$ cat src/logic/pms_consts.svh
// Command codes, field positions, reset values and sizes of the status block
`ifndef PMS_CONSTS_SVH
`define PMS_CONSTS_SVH

`define PMS_CMD_CLEAR      8'h03
`define PMS_CMD_STORE      8'h11
`define PMS_CMD_RESTORE    8'h12
`define PMS_CMD_STAT_BYTE  8'h78
`define PMS_CMD_STAT_WORD  8'h79
`define PMS_CMD_CFG_BASE   8'hD0

`define PMS_CFG_N          7
`define PMS_IDX_W          3
`define PMS_CFG_DEFAULTS   56'h00_00_00_02_00_12_00

// Latched flag vector positions
`define PMS_FLAG_W         8
`define PMS_F_OV           0
`define PMS_F_OC           1
`define PMS_F_UV           2
`define PMS_F_OT           3
`define PMS_F_CML          4
`define PMS_F_VOUT         5
`define PMS_F_IOUT         6
`define PMS_F_INPUT        7

// Synchronised condition vector positions
`define PMS_SYNC_W         6
`define PMS_S_OV           0
`define PMS_S_OC           1
`define PMS_S_UV           2
`define PMS_S_OT           3
`define PMS_S_OFF          4
`define PMS_S_PG           5

// Status word bit positions
`define PMS_W_CML          1
`define PMS_W_TEMP         2
`define PMS_W_VIN_UV       3
`define PMS_W_IOUT_OC      4
`define PMS_W_VOUT_OV      5
`define PMS_W_OFF          6
`define PMS_W_PG_LOW       11
`define PMS_W_INPUT        13
`define PMS_W_IOUT         14
`define PMS_W_VOUT         15
`define PMS_W_ZERO_MASK    16'h1781

`endif

$ cat src/logic/pms_pkg.sv
// Types shared by the status and non-volatile command block
`default_nettype none
`include "pms_consts.svh"

package pms_pkg;

    typedef enum logic [1:0] {
        PMS_SEND,
        PMS_WR_BYTE,
        PMS_RD_BYTE,
        PMS_RD_WORD
    } pms_kind_t;

    typedef enum logic [1:0] {
        PMS_RUN,
        PMS_STORE,
        PMS_RESTORE
    } pms_state_t;

    typedef struct packed {
        pms_state_t                      st;
        logic [`PMS_IDX_W-1:0]           idx;
        logic [`PMS_CFG_N-1:0][7:0]      op;
        logic [`PMS_FLAG_W-1:0]          flags;
        logic [`PMS_SYNC_W-1:0]          s1;
        logic [`PMS_SYNC_W-1:0]          s2;
        logic                            en_d;
        logic                            ready;
        logic                            rd_valid;
        logic [15:0]                     rd_data;
        logic                            alert;
    } pms_regs_t;

endpackage

`default_nettype wire

$ cat src/logic/pms_status.sv
// Status word, latched faults, alert and store/restore of configuration
//
// Contract
// - Store copies every config register to NVM
// - Store accepted while running; bus may stall
// - Restore loads every config register from NVM
// - Restore accepted while running; bus may stall
// - Word read returns status; byte read low
// - Raw bits follow their condition live
// - Flags latch and hold until cleared
// - Unsupported status positions always read zero
// - Low bit 6 high while output unpowered
// - Low bit 5 latches output overvoltage
// - Low bit 4 latches output overcurrent
// - Low bit 3 latches input undervoltage
// - Low bit 2 latches over-temperature
// - Low bit 1 latches communication/logic fault
// - High bits 7..5 latch summary faults
// - High bit 3 reads inverted power-good pin
// - Flags clear only by three events
// - Clearing with fault present sets again
// - Alert asserted whenever a flag sets
// - Clear-faults command clears flags, releases alert
// - Unsupported command sets CML and alert
`timescale 1ns/1ps
`default_nettype none
`include "pms_consts.svh"

module pms_status #(
    parameter int CFG_N = `PMS_CFG_N
) (
    input  wire logic                  sys_clk,
    input  wire logic                  rst,
    input  wire logic                  cmd_valid,
    output var  logic                  cmd_ready,
    input  wire pms_pkg::pms_kind_t    cmd_kind,
    input  wire logic [7:0]            cmd_code,
    input  wire logic [7:0]            cmd_wdata,
    output var  logic                  rd_valid,
    output var  logic [15:0]           rd_data,
    input  wire logic                  cond_vout_ov,
    input  wire logic                  cond_iout_oc,
    input  wire logic                  cond_vin_uv,
    input  wire logic                  cond_over_temp,
    input  wire logic                  cond_conv_off,
    input  wire logic                  power_good_pin,
    input  wire logic                  conv_enable_cmd,
    output var  logic                  alert_pin_out,
    output var  logic                  alert_pin_oe,
    output var  logic [CFG_N*8-1:0]    cfg_op
);

    pms_pkg::pms_regs_t        r;
    pms_pkg::pms_regs_t        n;
    logic                      take;
    logic                      clr;
    logic                      unsup;
    logic                      cfg_hit;
    logic [7:0]                cfg_off8;
    logic [`PMS_IDX_W-1:0]     cfg_off;
    logic [`PMS_IDX_W-1:0]     prev_idx;
    logic [`PMS_FLAG_W-1:0]    set_vec;
    logic [15:0]               status_word;
    logic                      mem_we;
    logic [`PMS_IDX_W-1:0]     mem_wa;
    logic [7:0]                mem_wd;
    logic [7:0]                mem_rd;

    pms_nvm #(
        .W     (8),
        .DEPTH (CFG_N),
        .AW    (`PMS_IDX_W),
        .INIT  (`PMS_CFG_DEFAULTS)
    ) u_nvm (
        .sys_clk (sys_clk),
        .wr_en   (mem_we),
        .wr_addr (mem_wa),
        .wr_data (mem_wd),
        .rd_addr (r.idx),
        .rd_data (mem_rd)
    );

    // Status word built from one cycle of state
    always_comb
    begin
        status_word = 16'h0000;
        status_word[`PMS_W_OFF]     = r.s2[`PMS_S_OFF];
        status_word[`PMS_W_VOUT_OV] = r.flags[`PMS_F_OV];
        status_word[`PMS_W_IOUT_OC] = r.flags[`PMS_F_OC];
        status_word[`PMS_W_VIN_UV]  = r.flags[`PMS_F_UV];
        status_word[`PMS_W_TEMP]    = r.flags[`PMS_F_OT];
        status_word[`PMS_W_CML]     = r.flags[`PMS_F_CML];
        status_word[`PMS_W_VOUT]    = r.flags[`PMS_F_VOUT];
        status_word[`PMS_W_IOUT]    = r.flags[`PMS_F_IOUT];
        status_word[`PMS_W_INPUT]   = r.flags[`PMS_F_INPUT];
        status_word[`PMS_W_PG_LOW]  = ~r.s2[`PMS_S_PG];
    end

    // Command decode
    always_comb
    begin
        take     = cmd_valid & r.ready;
        cfg_off8 = cmd_code - `PMS_CMD_CFG_BASE;
        cfg_off  = cfg_off8[`PMS_IDX_W-1:0];
        cfg_hit  = (cmd_code >= `PMS_CMD_CFG_BASE)
                 && (cfg_off8 < 8'(CFG_N));
        unique case (cmd_kind)
            pms_pkg::PMS_SEND:
                unsup = !((cmd_code == `PMS_CMD_CLEAR)
                       || (cmd_code == `PMS_CMD_STORE)
                       || (cmd_code == `PMS_CMD_RESTORE));
            pms_pkg::PMS_RD_WORD:
                unsup = (cmd_code != `PMS_CMD_STAT_WORD);
            pms_pkg::PMS_RD_BYTE:
                unsup = !((cmd_code == `PMS_CMD_STAT_BYTE) || cfg_hit);
            pms_pkg::PMS_WR_BYTE:
                unsup = !cfg_hit;
        endcase
    end

    // Next state
    always_comb
    begin
        n          = r;
        n.rd_valid = 1'b0;
        clr        = 1'b0;
        mem_we     = 1'b0;
        mem_wa     = r.idx;
        mem_wd     = r.op[r.idx];
        prev_idx   = r.idx - `PMS_IDX_W'(1);
        n.s1       = {power_good_pin, cond_conv_off, cond_over_temp,
                      cond_vin_uv, cond_iout_oc, cond_vout_ov};
        n.s2       = r.s1;
        n.en_d     = conv_enable_cmd;
        if (conv_enable_cmd && !r.en_d)
        begin
            clr = 1'b1;
        end
        unique case (r.st)
            pms_pkg::PMS_RUN:
            begin
                if (take && !unsup)
                begin
                    unique case (cmd_kind)
                        pms_pkg::PMS_SEND:
                        begin
                            n.idx = '0;
                            if (cmd_code == `PMS_CMD_CLEAR)
                            begin
                                clr = 1'b1;
                            end
                            else if (cmd_code == `PMS_CMD_STORE)
                            begin
                                n.st = pms_pkg::PMS_STORE;
                            end
                            else
                            begin
                                n.st = pms_pkg::PMS_RESTORE;
                            end
                        end
                        pms_pkg::PMS_WR_BYTE:
                        begin
                            n.op[cfg_off] = cmd_wdata;
                        end
                        pms_pkg::PMS_RD_BYTE:
                        begin
                            n.rd_valid = 1'b1;
                            if (cfg_hit)
                            begin
                                n.rd_data = {8'h00, r.op[cfg_off]};
                            end
                            else
                            begin
                                n.rd_data = {8'h00, status_word[7:0]};
                            end
                        end
                        pms_pkg::PMS_RD_WORD:
                        begin
                            n.rd_valid = 1'b1;
                            n.rd_data  = status_word;
                        end
                    endcase
                end
                else if (take)
                begin
                    // Ignored, but reads still answer so the link never hangs
                    n.rd_valid = (cmd_kind == pms_pkg::PMS_RD_BYTE)
                              || (cmd_kind == pms_pkg::PMS_RD_WORD);
                    n.rd_data  = 16'h0000;
                end
            end
            pms_pkg::PMS_STORE:
            begin
                mem_we = 1'b1;
                if (r.idx == `PMS_IDX_W'(CFG_N - 1))
                begin
                    n.st  = pms_pkg::PMS_RUN;
                    n.idx = '0;
                end
                else
                begin
                    n.idx = r.idx + `PMS_IDX_W'(1);
                end
            end
            pms_pkg::PMS_RESTORE:
            begin
                // Read data lags the address by one cycle
                if (r.idx != '0)
                begin
                    n.op[prev_idx] = mem_rd;
                end
                if (r.idx == `PMS_IDX_W'(CFG_N))
                begin
                    n.st  = pms_pkg::PMS_RUN;
                    n.idx = '0;
                end
                else
                begin
                    n.idx = r.idx + `PMS_IDX_W'(1);
                end
            end
            default:
            begin
                n.st  = pms_pkg::PMS_RUN;
                n.idx = '0;
            end
        endcase
        n.ready = (n.st == pms_pkg::PMS_RUN);

        set_vec = '0;
        set_vec[`PMS_F_OV]    = r.s2[`PMS_S_OV];
        set_vec[`PMS_F_OC]    = r.s2[`PMS_S_OC];
        set_vec[`PMS_F_UV]    = r.s2[`PMS_S_UV];
        set_vec[`PMS_F_OT]    = r.s2[`PMS_S_OT];
        set_vec[`PMS_F_CML]   = take && unsup;
        set_vec[`PMS_F_VOUT]  = r.s2[`PMS_S_OV];
        set_vec[`PMS_F_IOUT]  = r.s2[`PMS_S_OC];
        set_vec[`PMS_F_INPUT] = r.s2[`PMS_S_UV];
        // Set wins over clear, so a standing fault re-sets at once
        n.flags = (clr ? '0 : r.flags) | set_vec;
        n.alert = |n.flags;
    end

    // Bias power-up restores the stored defaults
    always_ff @(posedge sys_clk or posedge rst)
    begin
        if (rst)
        begin
            r       <= '0;
            r.st    <= pms_pkg::PMS_RESTORE;
            r.en_d  <= 1'b1;
        end
        else
        begin
            r <= n;
        end
    end

    assign cmd_ready     = r.ready;
    assign rd_valid      = r.rd_valid;
    assign rd_data       = r.rd_data;
    assign alert_pin_out = 1'b0;
    assign alert_pin_oe  = r.alert;
    assign cfg_op        = r.op;
endmodule

`default_nettype wire

$ cat src/logic/pms_nvm.sv
// Non-volatile configuration cells with registered read data
`timescale 1ns/1ps
`default_nettype none
`include "pms_consts.svh"

module pms_nvm #(
    parameter int          W     = 8,
    parameter int          DEPTH = `PMS_CFG_N,
    parameter int          AW    = `PMS_IDX_W,
    parameter [DEPTH*W-1:0] INIT = `PMS_CFG_DEFAULTS
) (
    input  wire logic          sys_clk,
    input  wire logic          wr_en,
    input  wire logic [AW-1:0] wr_addr,
    input  wire logic [W-1:0]  wr_data,
    input  wire logic [AW-1:0] rd_addr,
    output var  logic [W-1:0]  rd_data
);

    logic [W-1:0] cells [DEPTH];

    // Cells survive bias cycling, so they carry no reset; preload = factory
    initial
    begin
        for (int i = 0; i < DEPTH; i++)
        begin
            cells[i] = INIT[i*W +: W];
        end
    end

    always_ff @(posedge sys_clk)
    begin
        if (wr_en)
        begin
            cells[wr_addr] <= wr_data;
        end
        rd_data <= cells[rd_addr];
    end

endmodule

`default_nettype wire

$ cat config.mk
export PLATFORM = sky130hd
export DESIGN_NAME = pms_status
export DESIGN_NICKNAME = d
export VERILOG_FILES = /design/src/logic/pms_pkg.sv /design/src/logic/pms_status.sv /design/src/logic/pms_nvm.sv
export VERILOG_INCLUDE_DIRS = /design/src /design/src/logic
export SDC_FILE = /design/constraint.sdc
export NUM_CORES = 1
export LEC_CHECK = 0
export BUFFER_PORTS_ARGS = -buffer_cell sky130_fd_sc_hd__buf_2
export CAP_MARGIN = 20
export CORE_ASPECT_RATIO = 1.1
export CORE_MARGIN = 1
export CORE_UTILIZATION = 60
export CTS_BUF_LIST = sky130_fd_sc_hd__clkbuf_8
export DETAILED_ROUTE_END_ITERATION = 8
export PLACE_DENSITY = 0.85
export SLEW_MARGIN = 0
export SYNTH_ARGS = -nofsm -noshare
export SYNTH_HDL_FRONTEND = slang
export SYNTH_SLANG_ARGS = --single-unit
$ cat constraint.sdc
create_clock -name sys_clk -period 4 [get_ports sys_clk]
set_input_delay 0 -clock sys_clk [delete_from_list [all_inputs] [get_ports sys_clk]]
set_output_delay 0 -clock sys_clk [all_outputs]
set_load 0.02 [all_outputs]
==> metrics.yaml, run 1 <==
status:
  status: "finished clean"
power:
  leakagePower_nw: 3.98
  ir_drop_v: 0.000325
  cellPowerDensity_nw_per_um2: 669
yosys:
  ys_dominant_reg_cell: "dfrtp_1"
  ys_seq_elements: 161
  yosysSeqAreaShare_pct: 49.1
  synth.most_common_cell: "dfrtp_1"
  synthArstFlopShare_pct: 60.2
  post_synth.cell_area_avg_um2: 11.4
  synth_top_area_share_pct: 27.3
  synth_edf_count: 56
  synthTopCellsByCount: "dfrtp_1 (95), nand2_1 (84), buf_4 (73)"
  netlist_top_cells_area: "dfrtp_1 (27%), edfxtp_1 (19%), buf_4 (6.3%), mux2_2 (4.3%), mux4_2 (3.6%)"
  synth_top_cell_by_area: "dfrtp_1"
  syn_area_um2: 8690
  yosysWarnings: 0
  synthCells: 764
  synth_cell_type_count: 62
grt:
  grt_max_degree: 64
  antenna_found_initial: 0
  met1_usage_pct: 41.4
  met2_usage_pct: 49.9
  track_usage_pct: 31.7
  grt-ovfl-total: 0
  grt_use_met3_pct: 6.71
  grt_pass1_vias: 6528
  top_usage_layer: "met2"
  grt_pass1_wl_mm: 35.2
setup_path:
  r2r-start: "mem_wa[0]"
  worstPathArrival_ns: 3.37
  r2r_slack_ns: 0.98
  timing.rr.end: "cfg_op[8]"
  crit_required_ns: 4.35
  worstSetupPathType: "flop to flop"
  start_kind: "flop"
  cp_max_fo: 14
  cp-end-kind: "flop"
  crit_start: "mem_wa[0]"
  rr_worst_depth: 7
  cp-endpoint: "cfg_op[8]"
clock_tree:
  clock-root-buffer: "clkbuf_8"
  clk_pin_slew_ns: 0.10
  tritoncts: "yes"
  insertion_delay_ns: 0.46
  cts_hold_buf: 12
  cts.htree.levels: 4
  clkSinkCount: 161
  cts_buffer_depth: 2
  cts_resized: 0
  numCtsBuffers: 17
  cts_setup_buffers: 0
detailed_routing:
  vias_per_cell: 6.55
  wl_per_cell_um: 22.3
  drt_iter0_drc: 686
  dr.pass1.iters: 5
  vias: 6578
  wl_mm: 22.4
  antenna_violating_nets_post_route: 0
  drcViolationCount: 0
final_layout:
  syn2layout_area_growth_pct: 8.09
  final_nets: 837
  drive_above_1_share_pct: 27.5
  stdcell_count: 1004
  fin_area_um2: 9400
  fillers: 1060
  diodes: 0
die:
  ios: 104
  die_w_um: 117
  dieArea_um2: 15000
  coreArea_um2: 14000
  initial_utilization_pct: 62.3
  num_rows: 45
  fp.dieH_um: 128
sta:
  slew_headroom_pct: 34.1
  hold_ws_ns: 0.0668
  fin_crit_sh_pct: 75.6
  timing.fmax_ghz: 0.331
  tns_ns: 0
  setup_viol: 0
  period_needed_ns: 3.02
  worst_slew_pin_slew_ns: 0.978
  skew_ns: 0.0108
  hold_viol_final: 0
  rsz0062_at_grt: "false"
  timing.final.max_slew_violations: 0
placed_design:
  dpl_cell_area_um2: 8860
  dpl.hpwl_mm: 16.1
  dpl.cell_count: 956
  numPortBuffers: 98
  gp_congestion: 0.940
flow_run:
  drv_cap: 0
hold_path:
  hold_path_class: "primary input to flop"
## sequential cells by signal, indices dropped and copies added (netlist names)
signal	flops
r	17
n	6
alert_pin_oe	1
rd_data	12
cmd_ready	1
u_nvm.rd_data	8
cfg_op	56
rd_valid	1
u_nvm.cells	56
mem_wa	3
## worst max-delay path: stages, from the launching register on
cell	delay, ns
dfrtp_1	0.35
clkinv_1	0.36
ha_1	0.41
xor2_1	0.19
nor2_1	0.62
o21ai_0	0.26
a21oi_4	0.34
mux2_2	0.38
## through the flow
step / util (%) / power, mW / setup slack [ns]
floorplan: - / 4.48 / 1.13
global placement: 63.4 / 4.96 / 1.14
detailed placement: 63.4 / 5.05 / 1.05
CTS: 67.1 / 6.22 / 1.04
global route: 67.3 / 6.60 / 0.828
finish: 67.3 / 6.29 / 0.975
## how the worst min path moves through the flow
stage                     cells past startpoint     endpoint  slack [ns]            start
after global routing                          4   cfg_op[31]        0.09     cmd_wdata[7]
final                                         4  rd_data[13]        0.07      cmd_kind[0]
after detailed placement                      1        n[22]        0.11      cond_vin_uv
after CTS                                     4  rd_data[15]        0.04      cmd_kind[0]
after floorplan                               0        r[19]       0.004  conv_enable_cmd
after global placement                        1        n[21]        0.11     cond_iout_oc
## area by class of cell
class                   count  area (um2)  area share, %
well taps                 188         235           2.50
flip-flops and latches    161        4270           45.5
clock buffers              17         234           2.49
multi-input cells         480        3670           39.0
repair buffers            135         798           8.50
clock inverters            15         156           1.66
inverters                   8        32.5          0.346
## metal layers
layer	share of wire (%)	vias to the layer above	wire length [um]
met2	47	428	10600
met5	0	-	0
li1	-	2855	-
met3	9.6	76	2150
met4	4.0	0	900
met1	39	3219	8740
## cells in the final DEF (no fill, tap or decap), drive strengths merged, types with 3 or more instances in the layout
cell / n
buf: 121
dfrtp: 95
nand2: 84
mux2: 65
edfxtp: 56
o21ai: 42
nor2: 28
a21oi: 26
o31ai: 25
and2: 19
clkbuf: 19
mux2i: 18
o32ai: 16
a32o: 16
a221oi: 16
mux4: 14
dlygate4sd3: 12
inv: 11
clkinv: 10
nand2b: 9
a21o: 9
nor2b: 8
nand3: 8
a22oi: 8
dfxtp: 8
nor3: 8
nor4: 8
o211ai: 6
ha: 6
conb: 5
o22ai: 4
nor3b: 3
a22o: 3
or4: 3
## power breakdown
part           internal (mW)  total (mW)  switching, mW
clock network          0.513        1.17          0.660
registers               2.07        2.43          0.364
logic                  0.996        2.69           1.69
## logic make-up (layout without fill, tap and decap cells)
kind of cell	after synthesis	after routing	share of synthesized area [%]
AND/OR/NAND/NOR	187	187	10.6
AO/OA/AOI/OAI	182	182	15.8
flip-flops	161	161	49.1
buffers and inverters	127	175	8.84
multiplexers	97	97	14.5
adder cells (fa/ha/maj)	6	6	0.864
XOR/XNOR	3	3	0.302
other	1	5	0.0431
No activity file was read; power rests on OpenSTA's default activity.
==> run 2: changes to the inputs <==
==> constraint.sdc (replaced) <==
create_clock -name sys_clk -period 2.85 [get_ports sys_clk]
set_input_delay 0 -clock sys_clk [delete_from_list [all_inputs] [get_ports sys_clk]]
set_output_delay 0 -clock sys_clk [all_outputs]
set_load 0.02 [all_outputs]
==> run 2 against run 1 <==
Worst hold slack worse by 0.027 ns. Via count increased by 0.62%. Global-route usage is 0.12 points higher. Clock skew up 0.0031 ns. Setup slack lost 0.74 ns. Non-clock buffer count increased by 16. Sequential power is 38% higher. First-iteration DRC count increased by 11%. Power rose by 43%. Critical path type unchanged. Critical endpoint is now cfg_op[27].
==> metrics.yaml, run 2 (synthesized netlist as in run 1, its figures left out) <==
sta:
  rsz0062_at_grt: "false"  # unchanged
  tns_ns: 0  # unchanged
  final.setup.worst_slack_ns: 0.231  # was 0.975 ns
  worst_slew_pin_slew_ns: 1.03  # was 0.978 ns
  setup_viol: 0  # unchanged
  skew_ns: 0.0138  # was 0.0108 ns
  period_needed_ns: 2.62  # was 3.02 ns
  fin_crit_sh_pct: 91.9  # was 75.6%
  timing.final.max_slew_violations: 0  # unchanged
  slew_headroom_pct: 31.2  # was 34.1%
  hold_ws_ns: 0.0401  # was 0.0668 ns
  timing.fmax_ghz: 0.382  # was 0.331 GHz
  hold_viol_final: 0  # unchanged
die:
  fp.dieH_um: 128  # unchanged
  die_w_um: 117  # unchanged
  num_rows: 45  # unchanged
  coreArea_um2: 14000  # unchanged
  initial_utilization_pct: 62.3  # unchanged
  ios: 104  # unchanged
  dieArea_um2: 15000  # unchanged
flow_run:
  drv_cap: 0  # unchanged
clock_tree:
  cts.htree.levels: 4  # unchanged
  cts_hold_buf: 11  # was 12
  clkSinkCount: 161  # unchanged
  insertion_delay_ns: 0.48  # was 0.46 ns
  clk_pin_slew_ns: 0.09  # was 0.10 ns
  tritoncts: "yes"  # unchanged
  cts_buffer_depth: 2  # unchanged
  clock-root-buffer: "clkbuf_8"  # unchanged
  numCtsBuffers: 17  # unchanged
  cts_setup_buffers: 0  # unchanged
  cts_resized: 0  # unchanged
final_layout:
  stdcell_count: 1020  # was 1004
  drive_above_1_share_pct: 29.2  # was 27.5%
  syn2layout_area_growth_pct: 9.63  # was 8.09%
  fillers: 1025  # was 1060
  diodes: 0  # unchanged
  mostFrequentLayoutCells: "buf_2 (98), dfrtp_1 (95), nand2_1 (84)"  # unchanged
  layout_commonest_cell: "buf_2"  # unchanged
  final_nets: 853  # was 837
  fin_util_pct: 68.3  # was 67.3%
setup_path:
  cp_cell_sequence: "clkinv_1 -> ha_1 -> nor3_2 -> o21ai_0 -> a21o_1 -> mux2_4"  # was clkinv_1 -> ha_1 -> xor2_1 -> nor2_1 -> o21ai_0 -> a21oi_4 -> mux2_2
  worstPathArrival_ns: 2.99  # was 3.37 ns
  cp-end-kind: "flop"  # unchanged
  cp_max_fo: 9  # was 14
  worst_path_max_delay_cell: "nor3_2"  # was nor2_1
  cpPeakStageDelay_ns: 0.67  # was 0.62 ns
  worstSetupPathType: "flop to flop"  # unchanged
  crit_required_ns: 3.22  # was 4.35 ns
  start_kind: "flop"  # unchanged
grt:
  track_usage_pct: 31.8  # was 31.7%
  grt_pass1_wl_mm: 35.1  # was 35.2 mm
  grt_pass1_vias: 6455  # was 6528
  grt_max_degree: 57  # was 64
  antenna_found_initial: 0  # unchanged
  grt-ovfl-total: 0  # unchanged
placed_design:
  dpl.cell_count: 977  # was 956
  dpl.hpwl_mm: 16.4  # was 16.1 mm
  gp_congestion: 0.981  # was 0.940
  numPortBuffers: 98  # unchanged
  pre_cts_ws_ns: 0.287  # was 1.05 ns
hold_path:
  hold_path_class: "primary input to flop"  # unchanged
detailed_routing:
  wl_per_cell_um: 22.0  # was 22.3 um
  wl_mm: 22.5  # was 22.4 mm
  drcViolationCount: 0  # unchanged
  drt_iter0_drc: 760  # was 686
  dr.pass1.iters: 7  # was 5
  antenna_violating_nets_post_route: 0  # unchanged
  vias: 6619  # was 6578
  vias_per_cell: 6.49  # was 6.55
power:
  leakagePower_nw: 4.06  # was 3.98 nW
  ir_drop_v: 0.000470  # was 0.000325 V
  cellPowerDensity_nw_per_um2: 941  # was 669 nW/um2
status:
  status: "finished clean"  # unchanged
-- run 2: changes by cell type in the layout (fill, tap and decap cells not counted), sizes merged --
cell	before	now
buf	121	140
clkbuf	19	17
inv	11	13
clkinv	10	5
dlygate4sd3	12	11
clkinvlp	1	4
-- run 2: layout make-up --
type | count | area, um2 | area share, %
Clock buffer | 17 | 234 | 2.46
Clock inverter | 15 | 168 | 1.76
Inverter | 8 | 32.5 | 0.341
Multi-Input combinational cell | 480 | 3670 | 38.5
Sequential cell | 161 | 4270 | 44.8
Tap cell | 188 | 235 | 2.47
Timing Repair Buffer | 151 | 916 | 9.61
-- run 2: metal layers --
| layer | vias to the layer above | track usage (%) | share of wire [%] |
|---|---|---|---|
| li1 | 2894 | - | - |
| met3 | 65 | 8.94 | 9.9 |
| met4 | 0 | 15.0 | 3.4 |
| met5 | - | 0 | 0 |
| met1 | 3238 | 40.5 | 38 |
| met2 | 422 | 50.1 | 48 |
-- run 2: path summary, 6_finish.rpt --
kind,end,cells past startpoint,start,slack [ns]
max in group asynchronous,r[100],4,rst,1.85
min,r[99],4,cmd_kind[0],0.04
max,cfg_op[27],6,mem_wa[0],0.23
max reg2reg,cfg_op[27],6,mem_wa[0],0.23
min in group asynchronous,cfg_op[14],3,rst,0.16
min reg2reg,r[24],0,n[24],0.36
-- run 2: worst max-delay path: cells and delay by family, from the launching register on --
family / cells / cell delay [ns]
adder cells (fa/ha/maj): 1 / 0.43
AO/OA/AOI/OAI: 2 / 0.53
AND/OR/NAND/NOR: 1 / 0.67
flip-flops: 1 / 0.36
buffers and inverters: 1 / 0.18
multiplexers: 1 / 0.36
-- run 2: report_power, final --
group	switching [mW]	total [mW]	internal (mW)	leakage (nW)
clock	0.955	1.68	0.728	0.190
combinational	2.44	3.93	1.48	2.02
sequential	0.458	3.36	2.90	1.85
total	3.86	8.97	5.11	4.06
-- run 2: metrics by stage --
stage	power, mW	instance area [um2]
after CTS	8.91	9530
final	8.97	9530
after detailed placement	7.21	9020
after global placement	7.06	9020
after global routing	9.41	9530
after floorplan	6.30	8710
==> run 3: changes to the inputs <==
--- a/config.mk
+++ b/config.mk
@@ -10,10 +10,10 @@
 export CAP_MARGIN = 20
 export CORE_ASPECT_RATIO = 1.1
 export CORE_MARGIN = 1
-export CORE_UTILIZATION = 60
+export CORE_UTILIZATION = 55
 export CTS_BUF_LIST = sky130_fd_sc_hd__clkbuf_8
 export DETAILED_ROUTE_END_ITERATION = 8
-export PLACE_DENSITY = 0.85
+export PLACE_DENSITY = 0.82
 export SLEW_MARGIN = 0
 export SYNTH_ARGS = -nofsm -noshare
 export SYNTH_HDL_FRONTEND = slang
==> constraint.sdc (replaced) <==
create_clock -name sys_clk -period 2.4 [get_ports sys_clk]
set_input_delay 0 -clock sys_clk [delete_from_list [all_inputs] [get_ports sys_clk]]
set_output_delay 0 -clock sys_clk [all_outputs]
set_load 0.02 [all_outputs]
==> run 3 against run 2 <==
Combinational power up 23%. Setup slack lost 0.079 ns. Non-clock buffer count rose by 2. Global-route usage shrank 4.7 points. Power increased by 21%. Critical endpoint is now cfg_op[18]. Largest power group unchanged.
==> metrics.yaml, run 3 (synthesized netlist as in run 1, its figures left out) <==
sta:
  fin_crit_sh_pct: 93.7
  rsz0062_at_grt: "false"  # unchanged
  timing.final.max_slew_violations: 0  # unchanged
  slew_headroom_pct: 35.0  # was 31.2%
  hold_viol_final: 0  # unchanged
  period_needed_ns: 2.25
  skew_ns: 0.0188  # was 0.0138 ns
  tns_ns: 0  # unchanged
  setup_viol: 0  # unchanged
  timing.fmax_ghz: 0.445
  worst_slew_pin_slew_ns: 0.964  # was 1.03 ns
setup_path:
  worstPathArrival_ns: 2.67  # was 2.99 ns
  cp_max_fo: 40  # was 9
  r2r_slack_ns: 0.18  # was 0.23 ns
  worst_path_max_delay_cell: "or4_1"  # was nor3_2
  cp.buffers_inverters: 3  # was 1
  critical_path.top_delay_family: "buffers and inverters"  # was simple AND/OR/NAND/NOR gates
  cp-end-kind: "flop"  # unchanged
  cp_cell_sequence: "dlygate4sd3_1 -> buf_2 -> nor4bb_1 -> o211ai_1 -> o21a_1 -> or4_1 -> buf_12 -> o31ai_1 -> mux2_2"  # was clkinv_1 -> ha_1 -> nor3_2 -> o21ai_0 -> a21o_1 -> mux2_4
  crit_required_ns: 2.83  # was 3.22 ns
  worstSetupPathType: "primary input to flop"  # was flop to flop
  start_kind: "primary input"  # was flop
  cpPeakStageDelay_ns: 0.59  # was 0.67 ns
clock_tree:
  cts_resized: 0  # unchanged
  cts_buffer_depth: 2  # unchanged
  numCtsBuffers: 17  # unchanged
  clock-root-buffer: "clkbuf_8"  # unchanged
  clkSinkCount: 161  # unchanged
  tritoncts: "yes"  # unchanged
  clk_pin_slew_ns: 0.10  # was 0.09 ns
  cts_setup_buffers: 0  # unchanged
  insertion_delay_ns: 0.48  # about the same
  cts.htree.levels: 4  # unchanged
detailed_routing:
  dr.pass1.iters: 5  # was 7
  antenna_violating_nets_post_route: 0  # unchanged
  wl_mm: 21.3  # was 22.5 mm
  drt_iter0_drc: 527  # was 760
  vias: 6429  # was 6619
  wl_per_cell_um: 20.7  # was 22.0 um
  vias_per_cell: 6.24  # was 6.49
  drcViolationCount: 0  # unchanged
die:
  num_rows: 47  # was 45
  coreArea_um2: 15200  # was 14000 um2
  dieArea_um2: 16300  # was 15000 um2
  fp.dieH_um: 134  # was 128 um
  ios: 104  # unchanged
  initial_utilization_pct: 57.1  # was 62.3%
  die_w_um: 122  # was 117 um
final_layout:
  mostFrequentLayoutCells: "buf_2 (98), dfrtp_1 (95), nand2_1 (83)"  # was buf_2 (98), dfrtp_1 (95), nand2_1 (84)
  fillers: 1114  # was 1025
  fin_area_um2: 9690  # was 9530 um2
  syn2layout_area_growth_pct: 11.5  # was 9.63%
  drive_above_1_share_pct: 30.7  # was 29.2%
  diodes: 0  # unchanged
  multi_input_area_um2: 3750  # was 3670 um2
  final_nets: 855  # was 853
  layout_commonest_cell: "buf_2"  # unchanged
  seq_area_um2: 4270  # unchanged
power:
  power.switching_mw: 4.68  # was 3.86 mW
  swShare_pct: 43.3  # was 43.0%
  power_frac_clock_pct: 18.1  # was 18.8%
  pwr-share-comb_pct: 44.6  # was 43.8%
  leakagePower_nw: 4.09  # was 4.06 nW
  cellPowerDensity_nw_per_um2: 1120  # was 941 nW/um2
  ir_drop_v: 0.000503  # was 0.000470 V
  p_int_mw: 6.13  # was 5.11 mW
  seqPwrFrac_pct: 37.3  # was 37.4%
grt:
  grt_pass1_vias: 6256  # was 6455
  grt_max_degree: 48  # was 57
  antenna_found_initial: 0  # unchanged
  grt_pass1_wl_mm: 33.4  # was 35.1 mm
  grt-ovfl-total: 0  # unchanged
  track_usage_pct: 27.2  # was 31.8%
placed_design:
  numPortBuffers: 98  # unchanged
  gp_congestion: 0.913  # was 0.981
  dpl_cell_area_um2: 9180  # was 9020 um2
  dpl.hpwl_mm: 15.8  # was 16.4 mm
hold_path:
  hold_path_class: "primary input to flop"  # unchanged
flow_run:
  drv_cap: 0  # unchanged
status:
  status: "finished clean"  # unchanged
[run 3: changes by cell type in the layout (fill, tap and decap cells not counted), moves of 3 or more]
cell,change
buf_12,+4
clkinv_8,+3
inv_6,-5
inv_8,+3
nor2_1,-4
nor2_4,+4
[run 3: area by class of cell]
cell class | count | share of cell area (%)
flip-flops and latches | 161 | 44.1
repair buffers | 153 | 10.1
clock buffers | 17 | 2.41
well taps | 196 | 2.53
multi-input cells | 480 | 38.7
clock inverters | 15 | 1.78
inverters | 8 | 0.361
[run 3: worst paths after layout]
path | start | to | depth (start not counted)
max | cmd_code[4] | cfg_op[18] | 9
max reg2reg | mem_wa[2] | u_nvm.cells[3][6] | 4
max in group asynchronous | rst | r[19] | 4
min | cmd_kind[0] | rd_data[14] | 4
min reg2reg | n[23] | r[23] | 0
min in group asynchronous | rst | cfg_op[9] | 3
[run 3: metal layers]
metal / routed length (um) / share of wire (%) / GRT usage, %
met5: 0 / 0 / 0
met2: 10100 / 48 / 42.8
met4: 771 / 3.6 / 13.1
met1: 8780 / 41 / 35.2
met3: 1620 / 7.6 / 6.25
[run 3: repair_timing]
action	CTS	global route
hold endpoints to repair	42	0
setup endpoints to repair	0	0
hold buffers	11	0
[run 3: power groups by stage]
stage	logic, mW	registers [mW]	clock network [mW]
finish	4.82	4.03	1.96
global route	5.17	4.08	2.08
CTS	4.78	4.00	1.98
global placement	4.62	4.04	0
floorplan	3.91	3.81	0
detailed placement	4.74	4.06	0
[run 3: per-stage QoR]
step	util (%)	cells	total power, mW	hold WS, ns	worst slack [ns]
6_report	63.6	1030	10.8	0.0391	0.152
5_1_grt	63.6	1030	11.3	0.0575	0.00421
4_1_cts	63.6	1030	10.8	0.0247	0.186
3_5_place_dp	60.2	987	8.81	0.110	0.0777
3_3_place_gp	60.2	987	8.66	0.101	0.159
2_1_floorplan	-	768	7.71	0.00448	-0.112
[run 3: worst reg2reg max path: stages, from the launching register on]
cell and delay, ns:
dfrtp_1 0.63, nor2b_1 0.25, buf_4 0.19, a21oi_1 0.07, o21ai_0 0.75
